$ cat config.mk
export PLATFORM = sky130hd
export DESIGN_NAME = limit_reg_bank
export DESIGN_NICKNAME = d
export VERILOG_FILES = /design/src/shared/limit_regs_pkg.sv /design/src/shared/limit_ctl_if.sv /design/src/logic/setpoint_clamp.sv /design/src/logic/conv_start_gate.sv /design/src/logic/limit_reg_bank.sv
export VERILOG_INCLUDE_DIRS = /design/src /design/src/shared
export SDC_FILE = /design/constraint.sdc
export NUM_CORES = 1
export LEC_CHECK = 0
export ABC_CLOCK_PERIOD_IN_PS = 15900
export BUFFER_PORTS_ARGS = -buffer_cell sky130_fd_sc_hd__buf_4
export CORE_ASPECT_RATIO = 1.2
export CORE_MARGIN = 2
export CORE_UTILIZATION = 30
export DETAILED_ROUTE_END_ITERATION = 7
export GPL_ROUTABILITY_DRIVEN = 0
export GPL_TIMING_DRIVEN = 0
export HOLD_SLACK_MARGIN = 0.02
export PLACE_DENSITY = 0.51
export SYNTH_ARGS = -nofsm -noshare
export SYNTH_HDL_FRONTEND = slang
export SYNTH_HIERARCHICAL = 1
export SYNTH_SLANG_ARGS = --single-unit
$ cat constraint.sdc
create_clock -name REF_CLK -period 15.9 [get_ports REF_CLK]
set_input_delay 2.385 -clock REF_CLK [delete_from_list [all_inputs] [get_ports REF_CLK]]
set_output_delay 2.385 -clock REF_CLK [all_outputs]
set_load 0.02 [all_outputs]
$ cat src/shared/limit_regs_params.svh
// Purpose: offsets, field positions, reset values and limits of the limit register bank
// Assumes: command codes arrive already decoded from the management bus engine
// Notes: definitions only
//
// Operation
// - upper limit is 2mV/LSB, capped at 5.5V, resets to 0x0226.
// - setpoint above upper limit takes the limit, sets summary and warning, alerts.
// - setpoint below lower limit takes the limit, sets summary and warning, alerts.
// - upper margin is 2mV/LSB, bits 15:12 read-only, resets to 0x0226.
// - lower margin is 2mV/LSB and resets to 0x0190.
// - divider ratio is 0.001/LSB and resets to 0x028c.
// - lower limit is 2mV/LSB, floored at 0.5V, resets to 0x0170.
// - start threshold is six bits, 250mV/LSB, 4V to 15V, upper bits read-only.
// - start threshold resets to 0x000c.
// - conversion starts only when input reaches start threshold and start conditions hold.
// - feedback reference is output setpoint times divider ratio.
// - running conversion stops when input falls to the stop threshold.
`ifndef LIMIT_REGS_PARAMS_SVH
`define LIMIT_REGS_PARAMS_SVH

// ----------------------------------------------------------------
// command codes
// ----------------------------------------------------------------
`define OFS_CLEAR_STATUS 8'h03
`define OFS_SETPOINT 8'h21
`define OFS_UPPER_LIMIT 8'h24
`define OFS_MARGIN_HIGH 8'h25
`define OFS_MARGIN_LOW 8'h26
`define OFS_DIV_RATIO 8'h29
`define OFS_LOWER_LIMIT 8'h2b
`define OFS_START_THR 8'h35
`define OFS_STOP_THR 8'h36
`define OFS_STATUS_WORD 8'h79
`define OFS_OUT_STATUS 8'h7a

// ----------------------------------------------------------------
// fields
// ----------------------------------------------------------------
`define MV_FIELD_W 12
`define THR_FIELD_W 6
`define SUMMARY_BIT_POS 15
`define WARN_BIT_POS 3

// ----------------------------------------------------------------
// reset values
// ----------------------------------------------------------------
`define RST_SETPOINT 12'h1cc
`define RST_UPPER_LIMIT 12'h226
`define RST_MARGIN_HIGH 12'h226
`define RST_MARGIN_LOW 12'h190
`define RST_DIV_RATIO 12'h28c
`define RST_LOWER_LIMIT 12'h170
`define RST_START_THR 6'h0c
`define RST_STOP_THR 6'h0b

// ----------------------------------------------------------------
// accepted ranges
// ----------------------------------------------------------------
`define UPPER_LIMIT_MAX 12'habe
`define LOWER_LIMIT_MIN 12'h0fa
`define START_THR_MIN 6'h10
`define START_THR_MAX 6'h3c
`define STOP_THR_MIN 6'h0b
`define STOP_THR_MAX 6'h3b

`endif

$ cat src/shared/limit_regs_pkg.sv
// Purpose: shared types of the limit register bank
// Assumes: nothing
// Notes: constants live in the params header
`default_nettype none
package limit_regs_pkg;
    typedef logic [11:0] mv_type;
    typedef logic [5:0] thr_type;
    typedef logic [15:0] word_type;
    typedef enum logic [0:0] {
        CONV_IDLE = 1'b0,
        CONV_RUN = 1'b1
    } conv_state_type;
endpackage
`default_nettype wire

$ cat src/shared/limit_ctl_if.sv
// Purpose: links the register bank to its clamp and start gate
// Assumes: single clock
// Notes: clamp side is combinational
`timescale 1ns/1ps
`default_nettype none
interface limit_ctl_if;
    import limit_regs_pkg::*;
    mv_type req;
    mv_type upper;
    mv_type lower;
    mv_type result;
    logic above;
    logic below;
    thr_type start_thr;
    thr_type stop_thr;
    logic [7:0] vin;
    logic start_ok;
    logic convert;
    modport bank(output req, upper, lower, start_thr, stop_thr, vin, start_ok,
                 input result, above, below, convert);
    modport clamp(input req, upper, lower, output result, above, below);
    modport gate(input start_thr, stop_thr, vin, start_ok, output convert);
endinterface
`default_nettype wire

$ cat src/logic/setpoint_clamp.sv
// Purpose: bounds a requested output setpoint by the two limits
// Assumes: limits hold upper >= lower
// Notes: upper limit wins if the limits cross
`timescale 1ns/1ps
`default_nettype none
module setpoint_clamp
    import limit_regs_pkg::*;
(
    limit_ctl_if.clamp ctl
);
    always_comb begin
        ctl.above = ctl.req > ctl.upper;
        ctl.below = ctl.req < ctl.lower;
        if (ctl.below) begin
            ctl.result = ctl.lower;
        end else begin
            ctl.result = ctl.req;
        end
        // the upper limit is the safeguard, so it is applied last
        if (ctl.result > ctl.upper) begin
            ctl.result = ctl.upper;
        end
    end
endmodule
`default_nettype wire

$ cat src/logic/conv_start_gate.sv
// Purpose: start and stop decision from input voltage against two thresholds
// Assumes: vin code is 250mV per LSB, synchronous to the clock
// Notes: hysteresis depends on the host keeping start above stop
`timescale 1ns/1ps
`default_nettype none
module conv_start_gate
    import limit_regs_pkg::*;
(
    input wire logic clk,
    input wire logic rst,
    limit_ctl_if.gate ctl
);
    conv_state_type state_q;
    conv_state_type state_d;

    always_comb begin
        state_d = state_q;
        unique case (state_q)
            CONV_IDLE: begin
                if (ctl.start_ok && ctl.vin >= {2'h0, ctl.start_thr}) begin
                    state_d = CONV_RUN;
                end
            end
            CONV_RUN: begin
                // a dropped start condition also stops, so enable release is honoured
                if (!ctl.start_ok || ctl.vin <= {2'h0, ctl.stop_thr}) begin
                    state_d = CONV_IDLE;
                end
            end
        endcase
    end

    always_ff @(posedge clk) begin
        if (rst) begin
            state_q <= CONV_IDLE;
        end else begin
            state_q <= state_d;
        end
    end

    assign ctl.convert = (state_q == CONV_RUN);
endmodule
`default_nettype wire

$ cat src/logic/limit_reg_bank.sv
// Purpose: output limit, margin, divider ratio and input threshold registers
// Assumes: a bus engine hands over decoded command codes and 16-bit words
// Notes: unknown codes are refused with a one-cycle flag
`timescale 1ns/1ps
`default_nettype none
`include "limit_regs_params.svh"
module limit_reg_bank
    import limit_regs_pkg::*;
(
    // clock and reset
    input wire logic REF_CLK,
    input wire logic RESET,
    // command port
    input wire logic [7:0] CMD_CODE,
    input wire logic WR_STB,
    input wire logic [15:0] WR_DATA,
    input wire logic RD_STB,
    output logic [15:0] RD_DATA,
    output logic RD_VALID,
    output logic CMD_UNSUP,
    // host notification
    output logic ALERT_N,
    // converter side
    input wire logic [7:0] VIN_CODE,
    input wire logic START_OK,
    output logic CONVERT_EN,
    output logic [11:0] SETPOINT,
    output logic [23:0] FB_REF
);
    // ----------------------------------------------------------------
    // state
    // ----------------------------------------------------------------
    mv_type setpoint_q, setpoint_d;
    mv_type upper_q, upper_d;
    mv_type margin_hi_q, margin_hi_d;
    mv_type margin_lo_q, margin_lo_d;
    mv_type ratio_q, ratio_d;
    mv_type lower_q, lower_d;
    thr_type start_q, start_d;
    thr_type stop_q, stop_d;
    logic summary_q, summary_d;
    logic warn_q, warn_d;
    logic alert_n_q, alert_n_d;
    word_type rd_data_q, rd_data_d;
    logic rd_valid_q, rd_valid_d;
    logic unsup_q, unsup_d;
    logic convert_q;
    logic [23:0] fbref_q, fbref_d;

    mv_type wr_mv;
    thr_type wr_thr;
    logic known;
    logic clamp_hit;

    limit_ctl_if ctl();

    // ----------------------------------------------------------------
    // helpers
    // ----------------------------------------------------------------
    setpoint_clamp u_clamp (
        .ctl(ctl.clamp)
    );

    conv_start_gate u_gate (
        .clk(REF_CLK),
        .rst(RESET),
        .ctl(ctl.gate)
    );

    // upper bits of a write are dropped here
    assign wr_mv = WR_DATA[11:0];
    assign wr_thr = WR_DATA[5:0];
    assign ctl.req = wr_mv;
    assign ctl.upper = upper_q;
    assign ctl.lower = lower_q;
    assign ctl.start_thr = start_q;
    assign ctl.stop_thr = stop_q;
    assign ctl.vin = VIN_CODE;
    assign ctl.start_ok = START_OK;

    always_comb begin
        unique case (CMD_CODE)
            `OFS_CLEAR_STATUS, `OFS_SETPOINT, `OFS_UPPER_LIMIT, `OFS_MARGIN_HIGH,
            `OFS_MARGIN_LOW, `OFS_DIV_RATIO, `OFS_LOWER_LIMIT, `OFS_START_THR,
            `OFS_STOP_THR, `OFS_STATUS_WORD, `OFS_OUT_STATUS: begin
                known = 1'b1;
            end
            default: begin
                known = 1'b0;
            end
        endcase
    end

    assign clamp_hit = WR_STB && CMD_CODE == `OFS_SETPOINT && (ctl.above || ctl.below);

    // ----------------------------------------------------------------
    // register writes
    // ----------------------------------------------------------------
    always_comb begin
        setpoint_d = setpoint_q;
        upper_d = upper_q;
        margin_hi_d = margin_hi_q;
        margin_lo_d = margin_lo_q;
        ratio_d = ratio_q;
        lower_d = lower_q;
        start_d = start_q;
        stop_d = stop_q;
        if (WR_STB) begin
            unique case (CMD_CODE)
                `OFS_SETPOINT: begin
                    setpoint_d = ctl.result;
                end
                `OFS_UPPER_LIMIT: begin
                    // larger requests saturate rather than being lost
                    if (wr_mv > `UPPER_LIMIT_MAX) begin
                        upper_d = `UPPER_LIMIT_MAX;
                    end else begin
                        upper_d = wr_mv;
                    end
                end
                `OFS_MARGIN_HIGH: begin
                    margin_hi_d = wr_mv;
                end
                `OFS_MARGIN_LOW: begin
                    margin_lo_d = wr_mv;
                end
                `OFS_DIV_RATIO: begin
                    ratio_d = wr_mv;
                end
                `OFS_LOWER_LIMIT: begin
                    if (wr_mv < `LOWER_LIMIT_MIN) begin
                        lower_d = `LOWER_LIMIT_MIN;
                    end else begin
                        lower_d = wr_mv;
                    end
                end
                `OFS_START_THR: begin
                    if (wr_thr < `START_THR_MIN) begin
                        start_d = `START_THR_MIN;
                    end else if (wr_thr > `START_THR_MAX) begin
                        start_d = `START_THR_MAX;
                    end else begin
                        start_d = wr_thr;
                    end
                end
                `OFS_STOP_THR: begin
                    if (wr_thr < `STOP_THR_MIN) begin
                        stop_d = `STOP_THR_MIN;
                    end else if (wr_thr > `STOP_THR_MAX) begin
                        stop_d = `STOP_THR_MAX;
                    end else begin
                        stop_d = wr_thr;
                    end
                end
                default: begin
                end
            endcase
        end
    end

    // ----------------------------------------------------------------
    // status and notification
    // ----------------------------------------------------------------
    always_comb begin
        summary_d = summary_q;
        warn_d = warn_q;
        if (WR_STB && CMD_CODE == `OFS_CLEAR_STATUS) begin
            summary_d = 1'b0;
            warn_d = 1'b0;
        end
        if (WR_STB && CMD_CODE == `OFS_OUT_STATUS && WR_DATA[`WARN_BIT_POS]) begin
            warn_d = 1'b0;
        end
        // a clamp in the same cycle as a clear keeps the flags set
        if (clamp_hit) begin
            summary_d = 1'b1;
            warn_d = 1'b1;
        end
        alert_n_d = !(summary_d || warn_d);
    end

    // ----------------------------------------------------------------
    // read path and feedback reference
    // ----------------------------------------------------------------
    always_comb begin
        rd_data_d = rd_data_q;
        rd_valid_d = RD_STB && known;
        unsup_d = (RD_STB || WR_STB) && !known;
        if (RD_STB) begin
            // read-only bits above each field return zero
            unique case (CMD_CODE)
                `OFS_SETPOINT: rd_data_d = {4'h0, setpoint_q};
                `OFS_UPPER_LIMIT: rd_data_d = {4'h0, upper_q};
                `OFS_MARGIN_HIGH: rd_data_d = {4'h0, margin_hi_q};
                `OFS_MARGIN_LOW: rd_data_d = {4'h0, margin_lo_q};
                `OFS_DIV_RATIO: rd_data_d = {4'h0, ratio_q};
                `OFS_LOWER_LIMIT: rd_data_d = {4'h0, lower_q};
                `OFS_START_THR: rd_data_d = {10'h000, start_q};
                `OFS_STOP_THR: rd_data_d = {10'h000, stop_q};
                `OFS_STATUS_WORD: begin
                    rd_data_d = 16'h0000;
                    rd_data_d[`SUMMARY_BIT_POS] = summary_q;
                end
                `OFS_OUT_STATUS: begin
                    rd_data_d = 16'h0000;
                    rd_data_d[`WARN_BIT_POS] = warn_q;
                end
                default: rd_data_d = 16'h0000;
            endcase
        end
        fbref_d = 24'(setpoint_q) * 24'(ratio_q);
    end

    always_ff @(posedge REF_CLK) begin
        if (RESET) begin
            setpoint_q <= `RST_SETPOINT;
            upper_q <= `RST_UPPER_LIMIT;
            margin_hi_q <= `RST_MARGIN_HIGH;
            margin_lo_q <= `RST_MARGIN_LOW;
            ratio_q <= `RST_DIV_RATIO;
            lower_q <= `RST_LOWER_LIMIT;
            start_q <= `RST_START_THR;
            stop_q <= `RST_STOP_THR;
            summary_q <= 1'b0;
            warn_q <= 1'b0;
            alert_n_q <= 1'b1;
            rd_data_q <= 16'h0000;
            rd_valid_q <= 1'b0;
            unsup_q <= 1'b0;
            convert_q <= 1'b0;
            fbref_q <= 24'h000000;
        end else begin
            setpoint_q <= setpoint_d;
            upper_q <= upper_d;
            margin_hi_q <= margin_hi_d;
            margin_lo_q <= margin_lo_d;
            ratio_q <= ratio_d;
            lower_q <= lower_d;
            start_q <= start_d;
            stop_q <= stop_d;
            summary_q <= summary_d;
            warn_q <= warn_d;
            alert_n_q <= alert_n_d;
            rd_data_q <= rd_data_d;
            rd_valid_q <= rd_valid_d;
            unsup_q <= unsup_d;
            convert_q <= ctl.convert;
            fbref_q <= fbref_d;
        end
    end

    // ----------------------------------------------------------------
    // outputs
    // ----------------------------------------------------------------
    assign RD_DATA = rd_data_q;
    assign RD_VALID = rd_valid_q;
    assign CMD_UNSUP = unsup_q;
    assign ALERT_N = alert_n_q;
    assign CONVERT_EN = convert_q;
    assign SETPOINT = setpoint_q;
    assign FB_REF = fbref_q;
endmodule
`default_nettype wire

==> metrics.cfg <==
[routing]
post_drt_wl_per_cell_um = 19.3
drt_wl_total_mm = 38.3
vias_per_cell = 5.13
ant_nets = 0
num_vias = 10200
drt-initial-drc-count = 649
drc_errors = 0
drtPass1Iterations = 5

[logic_synthesis]
syn-cell-area_um2 = 11500
synth_area_leaders = dfxtp_1 (22%), fa_1 (17%), ha_1 (12%)
synth_ff_type = dfxtp_1
yosys.area.top_type_share = 0.222
yosysSeqAreaShare = 0.222
syn_area_per_cell_um2 = 8.31
synthTopCellsByCount = nand2_1 (199), inv_1 (175), dfxtp_1 (128)
yosysUniqueCellTypes = 76
synth_seq_cells = 128
syn-instance-count = 1386
synthArstFlopShare = 0
synth_most_common_cell = nand2_1
ys_warn_count = 6
synth_edf_count = 0
yosys.area.top_type = dfxtp_1

[clock_network]
cts_tree = built
cts_setup_buffers = 0
cts_hold_repair.buffers = 0
numCtsBuffers = 17
clk_path_buf_depth = 2
cts_repair_resize_count = 0
path_clk_slew_ns = 0.07
clk_root_buffer_cell = clkbuf_16
clkSinkCount = 128
insertion_delay_ns = 0.43
htreeDepth = 4

[power]
power.internal_mw = 0.613
peakVddDrop_mv = 0.0598
power_switching_mw = 0.245
swShare = 0.285
clock_power_share = 0.503
p_per_area_nw_per_um2 = 64.1
power_frac_seq = 0.379
pwr-share-comb = 0.119
cellLeakagePower_nw = 6.24

[sta]
tns_ns = 0
drv_slew = 0
relSlewSlack = 0.282
fin_skew_ns = 0.0111
hold_viol = 0
rsz0062_at_grt = no
worst_pin_slew_ns = 1.08
setup_viol = 0
fmax_ghz = 0.162
min_period_over_period = 0.388
period_minus_slack_ns = 6.16

[min_path]
hp-start = margin_hi_q[7]
min_path_type = reg2reg

[floorplanning]
start_util = 0.304
ios = 93
row_count = 78
fp.dieH_um = 219
coreArea_um2 = 37900
die_w_um = 183
dieArea_um2 = 40000

[cells_and_area]
design_area_um2 = 13400
final_nets = 1736
final_util = 0.353
syn2layout_area_growth_pct = 16.1
filler_cell_count = 4011
seqCellArea_um2 = 2560
drive_above_1_share = 0.0998
diodes = 0
multiInputGateArea_um2 = 7950

[place]
io_buffers = 83
place_hpwl_mm = 30.1
dpl-instance-area_um2 = 12700

[critical_path]
rr_startpoint = SETPOINT[2]
end_kind = flip-flop
worstSetupStartpointType = flip-flop
crit_type = reg2reg
required_ns = 16.22
worstPathArrival_ns = 6.48
critical_path.startpoint = SETPOINT[2]
cp_max_fo = 10

[global_route]
grt_pass1_vias = 10400
grt.overflow.total = 0
track_usage = 0.198
grt_pass1_wl_mm = 60.2
antenna_found_initial = 0
grt_max_degree = 17

[status]
status = completed

[job]
drv_cap = 0

## placed cells by master (no fill, tap or decap), drive strengths merged, types with 15 or more instances in the layout
| cell type | count |
|---|---|
| dfxtp | 128 |
| clkbuf | 85 |
| nand2 | 199 |
| nor2 | 78 |
| nor3 | 27 |
| inv | 182 |
| nand3 | 41 |
| o211ai | 15 |
| mux2i | 43 |
| o21ai | 52 |
| and2 | 57 |
| fa | 100 |
| ha | 109 |
| a211oi | 21 |
| a31oi | 16 |
| a21oi | 67 |
| buf | 99 |
## cell families after synthesis
| family | synth area share |
|---|---|
| mux | 0.0393 |
| buf+inv | 0.0880 |
| simple gates | 0.197 |
| flops | 0.222 |
| other cells | 0.000326 |
| compound gates | 0.152 |
| xor+xnor | 0.00836 |
| fa+ha+maj | 0.292 |
## through the flow
step                total power [mW]  std cells  hold WS (ns)  setup slack, ns
floorplan                      0.394       1388         0.436            10.28
global placement               0.432       1951         0.441             9.61
detailed placement             0.433       1951         0.447             9.63
CTS                            0.865       1983         0.457             9.76
global route                   0.888       1983         0.480             9.51
finish                         0.857       1983         0.456             9.74
## power groups by stage
| stage | registers [mW] | clock network, mW | logic, mW |
|---|---|---|---|
| 2_1_floorplan | 0.335 | 0 | 0.0594 |
| 3_3_place_gp | 0.332 | 0 | 0.0996 |
| 3_5_place_dp | 0.332 | 0 | 0.101 |
| 4_1_cts | 0.325 | 0.439 | 0.101 |
| 5_1_grt | 0.325 | 0.452 | 0.111 |
| 6_report | 0.325 | 0.431 | 0.102 |
## final timing paths
kind / end / slack [ns] / cells past startpoint
min: margin_hi_q[7] / 0.46 / 2
max reg2reg: FB_REF[22] / 9.74 / 18
max: FB_REF[22] / 9.74 / 18
min reg2reg: margin_hi_q[7] / 0.46 / 2
## worst max-delay path, cell delays in order, from the launching register on
cell and delay [ns]:
dfxtp_1 0.54, clkbuf_1 0.48, nand2_1 0.14, fa_1 0.50, fa_1 0.56, inv_1 0.06, fa_1 0.50, fa_1 0.54
inv_1 0.05, fa_1 0.52, inv_1 0.04, ha_1 0.27, clkbuf_1 0.19, a21o_1 0.21, nand2b_1 0.14, o21ai_0 0.45
o31ai_1 0.21, a21boi_0 0.29, mux2_2 0.36
## layer usage
metal / part of all wire / GRT usage
met4: 0.031 / 0.0731
met1: 0.42 / 0.236
met2: 0.50 / 0.360
met5: 0 / 0
met3: 0.047 / 0.0268
## sequential cells by signal, summed over array words and instances (netlist names), 6 cells and up
register       count
FB_REF            24
RD_DATA           13
SETPOINT          12
ctl.lower         12
ctl.upper         12
margin_hi_q       12
margin_lo_q       12
ratio_q           12
ctl.start_thr      6
ctl.stop_thr       6
## area by class of cell
type                            instances  share of cell area
Buffer                                 84              0.0267
Clock buffer                           17              0.0318
Clock inverter                         15              0.0145
Inverter                              175              0.0491
Multi-Input combinational cell       1001               0.595
Sequential cell                       128               0.192
Tap cell                              480              0.0449
Timing Repair Buffer                   83              0.0466
Note: power is estimated with default switching activity, not from simulation.
